$ cat src/core/smc_pkg.sv
/*
 * smc_pkg: register map, mode codes and carrier types of the sleep mode controller.
 * Assumes a 32-bit APB register bus and a 25 MHz system clock.
 */
package smc_pkg;

    localparam int          APB_AW       = 8;
    localparam int          NUM_PERIPH   = 16;

    ////////////////////////////////////////////////////////////////////////////
    // register byte offsets
    localparam logic [7:0]  ADDR_CTRL    = 8'h00;
    localparam logic [7:0]  ADDR_SLEEP   = 8'h04;
    localparam logic [7:0]  ADDR_PGATE   = 8'h08;
    localparam logic [7:0]  ADDR_STATUS  = 8'h0C;

    // control and sleep register fields
    localparam int          CTRL_MODE_LO = 0;
    localparam int          CTRL_EN_BIT  = 3;
    localparam int          SLEEP_GO_BIT = 0;

    // status register fields
    localparam int          STAT_ST_LO   = 0;
    localparam int          STAT_MODE_LO = 4;
    localparam int          STAT_WAKE_LO = 8;

    // reset values
    localparam logic [2:0]  MODE_RESET   = 3'h0;
    localparam logic        EN_RESET     = 1'h0;

    ////////////////////////////////////////////////////////////////////////////
    // sleep mode codes as written to the control register
    localparam logic [2:0]  MODE_IDLE    = 3'h0;
    localparam logic [2:0]  MODE_PDOWN   = 3'h1;
    localparam logic [2:0]  MODE_PSAVE   = 3'h2;
    localparam logic [2:0]  MODE_STDBY   = 3'h3;
    localparam logic [2:0]  MODE_ESTDBY  = 3'h4;

    typedef enum logic [1:0] {
        SMC_ACTIVE,
        SMC_SLEEP,
        SMC_RESTART
    } smc_state_t;

    // wake sources, all arriving from outside the clock domain
    typedef struct packed {
        logic two_wire_serial_interface;
        logic usb_resume;
        logic pin_change;
        logic rtc;
        logic any_irq;
    } smc_wake_t;

    localparam int          WAKE_W       = $bits(smc_wake_t);

    // enables toward the clock tree, oscillators and memories
    typedef struct packed {
        logic cpu;
        logic sram;
        logic event_sys;
        logic intc;
        logic main_osc;
        logic xtal_osc;
        logic rtc_osc;
        logic rtc;
        logic retain;
    } smc_clk_t;

    localparam smc_clk_t    CLK_ALL_ON   = '{cpu: 1'b1, sram: 1'b1, event_sys: 1'b1,
                                             intc: 1'b1, main_osc: 1'b1, xtal_osc: 1'b1,
                                             rtc_osc: 1'b1, rtc: 1'b1, retain: 1'b0};

endpackage : smc_pkg

$ cat src/core/smc_sync.sv
/*
 * smc_sync: two flip-flop synchroniser for a bundle of independent levels.
 * Assumes each bit is a level that stays stable for several clock cycles.
 */
`timescale 1ns/100ps

module smc_sync #(
    parameter int WIDTH = 1
) (
    input  wire logic             pclk,
    input  wire logic             presetn,
    input  wire logic [WIDTH-1:0] async_in,
    output logic      [WIDTH-1:0] sync_out
);

    logic [WIDTH-1:0] meta;

    // first stage feeds only the second stage
    always_ff @(posedge pclk or negedge presetn) begin
        if (!presetn) begin
            meta     <= '0;
            sync_out <= '0;
        end else begin
            meta     <= async_in;
            sync_out <= meta;
        end
    end

endmodule : smc_sync

$ cat src/core/smc_sleep_ctrl.sv
/*
 * smc_sleep_ctrl: sleep mode controller with APB registers and per-peripheral clock stop.
 * Assumes wake sources and oscillator ready arrive asynchronously and that the clock
 * tree, oscillators and memories obey the enables it drives.
 */
// Functional notes
// - five software selectable sleep modes: idle, power-down, power-save, standby, extended.
// - idle halts CPU only; SRAM, events, interrupt controller, peripherals keep clocks.
// - power-down stops every oscillator, halting all clocked functions.
// - power-down keeps SRAM and register contents intact.
// - power-down wakes only on two-wire, USB resume, pin change or reset.
// - power-save is power-down plus running real-time counter and its oscillator.
// - standby keeps the crystal oscillator running for fast restart.
// - extended standby keeps main oscillator and real-time counter running.
// - in active and idle each peripheral clock can be stopped on its own.
`timescale 1ns/100ps

module smc_sleep_ctrl #(
    parameter int NPERIPH = smc_pkg::NUM_PERIPH
) (
    input  wire logic                        pclk,
    input  wire logic                        presetn,
    input  wire logic                        psel,
    input  wire logic                        penable,
    input  wire logic                        pwrite,
    input  wire logic [smc_pkg::APB_AW-1:0]  paddr,
    input  wire logic [31:0]                 pwdata,
    output logic      [31:0]                 prdata,
    output logic                             pready,
    output logic                             pslverr,
    input  wire smc_pkg::smc_wake_t          wake_in,
    input  wire logic                        osc_ready,
    output smc_pkg::smc_clk_t                clk_en,
    output logic      [NPERIPH-1:0]          periph_clk_en,
    output logic                             sleeping
);

    ////////////////////////////////////////////////////////////////////////////
    // functions

    function automatic logic smc_mode_legal(input logic [2:0] m);
        return (m == smc_pkg::MODE_IDLE) || (m == smc_pkg::MODE_PDOWN) ||
               (m == smc_pkg::MODE_PSAVE) || (m == smc_pkg::MODE_STDBY) ||
               (m == smc_pkg::MODE_ESTDBY);
    endfunction : smc_mode_legal

    // which synchronised wake sources end the given mode
    function automatic logic smc_wake_ok(input logic [2:0] m, input smc_pkg::smc_wake_t w);
        logic deep;
        deep = w.two_wire_serial_interface | w.usb_resume | w.pin_change;
        unique case (m)
            smc_pkg::MODE_IDLE:   return deep | w.rtc | w.any_irq;
            smc_pkg::MODE_PSAVE,
            smc_pkg::MODE_ESTDBY: return deep | w.rtc;
            default:              return deep;
        endcase
    endfunction : smc_wake_ok

    // enables for one state and mode
    function automatic smc_pkg::smc_clk_t smc_plan(input smc_pkg::smc_state_t s,
                                                   input logic [2:0] m);
        smc_pkg::smc_clk_t c;
        c = '0;
        unique case (s)
            smc_pkg::SMC_ACTIVE: c = smc_pkg::CLK_ALL_ON;
            smc_pkg::SMC_RESTART: begin
                // oscillators back on, core waits for them to settle
                c        = smc_pkg::CLK_ALL_ON;
                c.cpu    = 1'b0;
            end
            smc_pkg::SMC_SLEEP: begin
                unique case (m)
                    smc_pkg::MODE_IDLE: begin
                        c     = smc_pkg::CLK_ALL_ON;
                        c.cpu = 1'b0;
                    end
                    smc_pkg::MODE_PSAVE: begin
                        c.rtc_osc = 1'b1;
                        c.rtc     = 1'b1;
                    end
                    smc_pkg::MODE_STDBY: c.xtal_osc = 1'b1;
                    smc_pkg::MODE_ESTDBY: begin
                        c.main_osc = 1'b1;
                        c.rtc_osc  = 1'b1;
                        c.rtc      = 1'b1;
                    end
                    default: c.retain = 1'b1;
                endcase
                // set last so that idle, which starts from all-on, keeps retention too
                c.retain = 1'b1;
            end
        endcase
        return c;
    endfunction : smc_plan

    ////////////////////////////////////////////////////////////////////////////
    // declarations

    logic [2:0]              mode_sel;
    logic                    sleep_en;
    logic [2:0]              mode_run;
    logic [NPERIPH-1:0]      pgate;
    logic [smc_pkg::WAKE_W-1:0] wake_cause;
    smc_pkg::smc_state_t     state;
    smc_pkg::smc_state_t     next_state;
    smc_pkg::smc_wake_t      wake_s;
    logic                    osc_ready_s;
    logic [31:0]             next_prdata;
    logic                    hit;
    logic                    wr_acc;
    logic                    setup;
    logic                    sleep_req;
    logic                    wake_now;

    smc_sync #(
        .WIDTH    (smc_pkg::WAKE_W + 1)
    ) u_sync (
        .pclk     (pclk),
        .presetn  (presetn),
        .async_in ({wake_in, osc_ready}),
        .sync_out ({wake_s, osc_ready_s})
    );

    ////////////////////////////////////////////////////////////////////////////
    // APB slave: zero wait states, read data captured in the setup cycle

    assign setup  = psel && !penable;
    assign wr_acc = psel && penable && pwrite;
    assign hit    = (paddr == smc_pkg::ADDR_CTRL)  || (paddr == smc_pkg::ADDR_SLEEP) ||
                    (paddr == smc_pkg::ADDR_PGATE) || (paddr == smc_pkg::ADDR_STATUS);
    assign pready  = 1'b1;
    assign pslverr = psel && penable && !hit;

    always_comb begin
        next_prdata = '0;
        unique case (paddr)
            smc_pkg::ADDR_CTRL: begin
                next_prdata[smc_pkg::CTRL_MODE_LO +: 3] = mode_sel;
                next_prdata[smc_pkg::CTRL_EN_BIT]       = sleep_en;
            end
            smc_pkg::ADDR_PGATE:  next_prdata[NPERIPH-1:0] = pgate;
            smc_pkg::ADDR_STATUS: begin
                next_prdata[smc_pkg::STAT_ST_LO +: 2]   = state;
                next_prdata[smc_pkg::STAT_MODE_LO +: 3] = mode_run;
                next_prdata[smc_pkg::STAT_WAKE_LO +: smc_pkg::WAKE_W] = wake_cause;
            end
            default: next_prdata = '0;
        endcase
    end

    always_ff @(posedge pclk or negedge presetn) begin
        if (!presetn) begin
            prdata <= '0;
        end else if (setup && !pwrite) begin
            prdata <= next_prdata;
        end
    end

    // control register: mode select and sleep enable
    always_ff @(posedge pclk or negedge presetn) begin
        if (!presetn) begin
            mode_sel <= smc_pkg::MODE_RESET;
            sleep_en <= smc_pkg::EN_RESET;
        end else if (wr_acc && paddr == smc_pkg::ADDR_CTRL) begin
            mode_sel <= pwdata[smc_pkg::CTRL_MODE_LO +: 3];
            sleep_en <= pwdata[smc_pkg::CTRL_EN_BIT];
        end
    end

    // a set bit stops that peripheral's clock
    always_ff @(posedge pclk or negedge presetn) begin
        if (!presetn) begin
            pgate <= '0;
        end else if (wr_acc && paddr == smc_pkg::ADDR_PGATE) begin
            pgate <= pwdata[NPERIPH-1:0];
        end
    end

    ////////////////////////////////////////////////////////////////////////////
    // sleep sequencer

    // an illegal mode or a cleared enable makes the request a no-op
    assign sleep_req = wr_acc && paddr == smc_pkg::ADDR_SLEEP && pwdata[smc_pkg::SLEEP_GO_BIT]
                       && sleep_en && smc_mode_legal(mode_sel);
    assign wake_now  = smc_wake_ok(mode_run, wake_s);

    always_comb begin
        next_state = state;
        unique case (state)
            smc_pkg::SMC_ACTIVE:  if (sleep_req) next_state = smc_pkg::SMC_SLEEP;
            smc_pkg::SMC_SLEEP:   if (wake_now) next_state = smc_pkg::SMC_RESTART;
            smc_pkg::SMC_RESTART: if (osc_ready_s) next_state = smc_pkg::SMC_ACTIVE;
            default:              next_state = smc_pkg::SMC_ACTIVE;
        endcase
    end

    always_ff @(posedge pclk or negedge presetn) begin
        if (!presetn) begin
            state <= smc_pkg::SMC_ACTIVE;
        end else begin
            state <= next_state;
        end
    end

    // mode is frozen for the whole sleep so later writes cannot disturb it
    always_ff @(posedge pclk or negedge presetn) begin
        if (!presetn) begin
            mode_run <= smc_pkg::MODE_RESET;
        end else if (state == smc_pkg::SMC_ACTIVE && sleep_req) begin
            mode_run <= mode_sel;
        end
    end

    // records all synchronised sources seen in the cycle the last sleep ended
    always_ff @(posedge pclk or negedge presetn) begin
        if (!presetn) begin
            wake_cause <= '0;
        end else if (state == smc_pkg::SMC_SLEEP && wake_now) begin
            wake_cause <= wake_s;
        end
    end

    ////////////////////////////////////////////////////////////////////////////
    // registered enables toward the clock tree

    always_ff @(posedge pclk or negedge presetn) begin
        if (!presetn) begin
            clk_en   <= smc_pkg::CLK_ALL_ON;
            sleeping <= 1'b0;
        end else begin
            clk_en   <= smc_plan(next_state, mode_sel);
            if (next_state != smc_pkg::SMC_ACTIVE && state != smc_pkg::SMC_ACTIVE) begin
                clk_en <= smc_plan(next_state, mode_run);
            end
            sleeping <= (next_state == smc_pkg::SMC_SLEEP);
        end
    end

    // peripheral clocks run only in active and idle; idle keeps the software gates
    always_ff @(posedge pclk or negedge presetn) begin
        if (!presetn) begin
            periph_clk_en <= '1;
        end else if (next_state == smc_pkg::SMC_ACTIVE) begin
            periph_clk_en <= ~pgate;
        end else if (next_state == smc_pkg::SMC_SLEEP) begin
            periph_clk_en <= ((state == smc_pkg::SMC_ACTIVE ? mode_sel : mode_run)
                              == smc_pkg::MODE_IDLE) ? ~pgate : '0;
        end else begin
            periph_clk_en <= '0;
        end
    end

endmodule : smc_sleep_ctrl

$ cat config.mk
export PLATFORM = sky130hd
export DESIGN_NAME = smc_sleep_ctrl
export DESIGN_NICKNAME = d
export VERILOG_FILES = /design/src/core/smc_pkg.sv /design/src/core/smc_sync.sv /design/src/core/smc_sleep_ctrl.sv
export SDC_FILE = /design/constraint.sdc
export NUM_CORES = 1
export LEC_CHECK = 0
export BUFFER_PORTS_ARGS = -buffer_cell sky130_fd_sc_hd__buf_4
export CAP_MARGIN = 15
export CELL_PAD_IN_SITES_DETAIL_PLACEMENT = 2
export CELL_PAD_IN_SITES_GLOBAL_PLACEMENT = 2
export CORE_MARGIN = 2
export CORE_UTILIZATION = 29
export CTS_CLUSTER_DIAMETER = 80
export DETAILED_ROUTE_END_ITERATION = 12
export PLACE_DENSITY_LB_ADDON = 0.3
export SLEW_MARGIN = 40
export SYNTH_ARGS = -nofsm -noshare
export SYNTH_HDL_FRONTEND = slang
export SYNTH_SLANG_ARGS = --single-unit
$ cat constraint.sdc
create_clock -name pclk -period 2 [get_ports pclk]
set_input_delay 0 -clock pclk [delete_from_list [all_inputs] [get_ports pclk]]
set_output_delay 0 -clock pclk [all_outputs]
set_load 0.1 [all_outputs]
==> results.yml <==
grt:
  busiest_layer: "met2"
  grtUsageMet2_pct: 23.5
  grt_util_all_layers_pct: 14.5
  grtUsageMet3_pct: 3.88
  grt_pass1_wl_mm: 13.9
  first_global_vias: 2615
  met1_usage_pct: 18.8
  grt_start_max_net_pins: 49
  grt_overflow: 0
  antenna_found_initial: 0
critical_path:
  path_class: "flop to flop"
  ff2ff_path_depth: 9
  startpoint_type: "flop"
  reg2reg_slack_ns: 0.06
  crit_path_start: "state[1]"
  crit_arrival_ns: 2.22
  cp-endpoint: "clk_en[1]"
  cp.required_ns: 2.28
  end_kind: "flop"
  rr_startpoint: "state[1]"
  crit_fanout: 4
  reg2reg_to: "clk_en[1]"
clock_network:
  clk_latency_ns: 0.33
  numCtsBuffers: 9
  clkTransAtPathRegs_ns: 0.06
  cts_root_buf: "clkbuf_16"
  cts_tree: "done"
  clock_path_buffers: 2
  cts.sink_count: 80
  htree_levels: 3
logic_synthesis:
  synth-seq-cells: 80
  synth_cells: 264
  syn_area_um2: 3330
  synth_xor_area_share_pct: 0.526
  synthAdderAreaFrac_pct: 1.13
  synthSimpleGateAreaFrac_pct: 9.88
  yosys_warnings: 0
  synth_seq_area_share_pct: 60.9
  postSynthAreaPerCell_um2: 12.6
  synthMuxAreaShare_pct: 13.7
  synth_compound_area_share_pct: 6.95
  synth_top_family_by_area: "multiplexers"
  ys_types: 36
place:
  gp_congestion: 0.738
  port_buffers: 77
  dp_slack_ns: -0.0275
  dpl_cell_area_um2: 4130
  dp_hpwl_mm: 5.89
status:
  status: "completed"
power:
  vdd_drop_max_v: 0.000404
  p_int_mw: 3.03
  p_total_mw: 4.00
  p_leak_nw: 2.26
  p_sw_share_pct: 24.3
  seqPwrFrac_pct: 41.7
  power_switching_mw: 0.971
  power_frac_clock_pct: 48.5
  p_per_area_nw_per_um2: 831
  comb_power_share_pct: 9.8
timing:
  slew_violations: 0
  hold_viol: 0
  setup_ws_ns: 0.0634
  slew_headroom_pct: 57.4
  rsz0062_at_grt: "yes"
  min_period_over_period_pct: 96.8
  period_minus_slack_ns: 1.94
  fin_skew_ns: 0.00548
  max_freq_ghz: 0.516
  worst_hold_slack_ns: 0.0894
  tns_ns: 0
  worst_pin_slew_ns: 0.639
  setup_viol: 0
run:
  maxCapViolations: 0
die:
  die_h_um: 111
  fp-row-count: 39
  core-area_um2: 11300
  die_width_um: 111
  start_util_pct: 29.4
  ios: 111
  dieArea_um2: 12400
drt:
  vias: 2372
  routed_wl_mm: 8.63
  ant_nets: 0
  dr.pass1.iters: 4
  drc: 0
  wl_per_cell_um: 16.3
  drtIter0Drc: 53
  viasPerCell: 4.49
min_path:
  min_path_type: "input port to flop"
cells_and_area:
  antenna_cells: 0
  nets: 434
  drive_gt1_share_pct: 49.4
  area_growth_pct: 44.5
  fillers: 1160
  stdcell_area_um2: 4810
critical path, cell delays in order (launching register included):
cell and delay, ns:
dfrtp_1 0.39, nor2_2 0.14, nand3_1 0.13, nor4_4 0.21, o21ba_4 0.21, ha_2 0.18
o21bai_4 0.20, a211oi_1 0.25, o21ai_1 0.10, nand2_1 0.07
stage by stage:
step / util (%) / instances
detailed placement: 36.5 / 487
CTS: 41.7 / 526
floorplan: - / 279
global route: 42.5 / 528
global placement: 36.5 / 487
finish: 42.5 / 528
layout by cell type, fill, tap and decap left out, types with 4 or more instances in the layout:
| cell | count |
|---|---|
| conb_1 | 17 |
| o21ai_1 | 13 |
| nor3_1 | 4 |
| clkbuf_16 | 9 |
| dfrtp_1 | 59 |
| mux2i_1 | 13 |
| mux2_2 | 29 |
| dlygate4sd3_1 | 23 |
| buf_4 | 96 |
| nor2_1 | 25 |
| nand2_1 | 17 |
| dfstp_2 | 21 |
| a22o_1 | 4 |
kinds of logic (layout without fill, tap and decap cells):
family / Yosys count / after routing
muxes: 42 / 42
DFF: 80 / 80
AOI/OAI and AO/OA: 34 / 34
adders and majority gates: 3 / 3
buffers and inverters: 34 / 140
and+or+nand+nor: 67 / 67
other: 2 / 17
xor gates and xnor gates: 2 / 2
sequential cells by signal, summed over array words and instances (netlist names):
| register | flops |
|---|---|
| clk_en | 6 |
| mode_run | 3 |
| mode_sel | 3 |
| periph_clk_en | 16 |
| pgate | 16 |
| prdata | 16 |
| sleep_en | 1 |
| state | 2 |
| u_sync.meta | 6 |
| u_sync.sync_out | 6 |
| wake_cause | 5 |
cells in the mapped netlist:
library cell  count  area, um2
or2_2             1       6.26
buf_6             1       11.3
nor3_2            1       10.0
o31ai_1           2       15.0
nand2_1          17       63.8
nor2_1           28        105
nand2b_1          1       6.26
nor4_4            1       21.3
a31oi_2           1       12.5
inv_1             2       7.51
a211oi_1          2       15.0
o21bai_1          2       15.0
a22o_1            4       35.0
dfstp_2          21        552
buf_4            22        165
mux2_2           29        327
mux2i_1          13        130
buf_2             5       25.0
o21ai_1          10       50.1
clkbuf_1          4       15.0
nand4b_2          1       15.0
o21ba_2           2       20.0
a21oi_1           3       15.0
nor3_1            8       40.0
conb_1            2       7.51
o21ai_0           6       30.0
nor3_4            1       16.3
a21o_1            1       7.51
or3_1             1       6.26
dfrtp_1          59       1480
xor2_1            2       17.5
ha_1              3       37.5
nor2b_1           1       6.26
and3_1            2       12.5
a21oi_4           1       16.3
nand3_1           4       20.0
power by group through the flow:
| stage | combinational [mW] | sequential, mW | clock, mW |
|---|---|---|---|
| final | 0.392 | 1.67 | 1.94 |
| after global placement | 0.348 | 1.69 | 0 |
| after global routing | 0.417 | 1.67 | 2.06 |
| after floorplan | 0.223 | 1.73 | 0 |
| after detailed placement | 0.353 | 1.70 | 0 |
| after CTS | 0.390 | 1.67 | 2.01 |
metal layers:
metal,wire length [um],up-vias
met3,313,9
li1,-,1096
met2,4360,62
met1,3850,1205
met4,110,0
met5,0,-
worst min path at each step:
stage,start,endpoint,cells past startpoint
finish,paddr[3],prdata[2],3
global placement,presetn,prdata[13],1
floorplan,presetn,clk_en[0],0
global route,paddr[3],prdata[2],3
CTS,paddr[3],prdata[2],3
detailed placement,presetn,prdata[14],1
cell type report:
class / instances / area, um2 / area share, %
timing repair buffer: 122 / 1010 / 21.0
multi-input combinational: 165 / 1230 / 25.6
clock buffer: 10 / 239 / 4.96
clock inverter: 6 / 115 / 2.39
sequential: 80 / 2030 / 42.1
tap: 143 / 179 / 3.72
inverter: 2 / 7.51 / 0.156
repair_timing:
item | in CTS | in global routing
endpoints found under the setup margin | 1 | 18
pin swaps | 0 | 6
resized for setup | 2 | 21
endpoints found under the hold margin | 54 | 0
hold buffers | 23 | 0
buffers inserted | 0 | 2
Note: power is estimated with default switching activity, not from simulation.
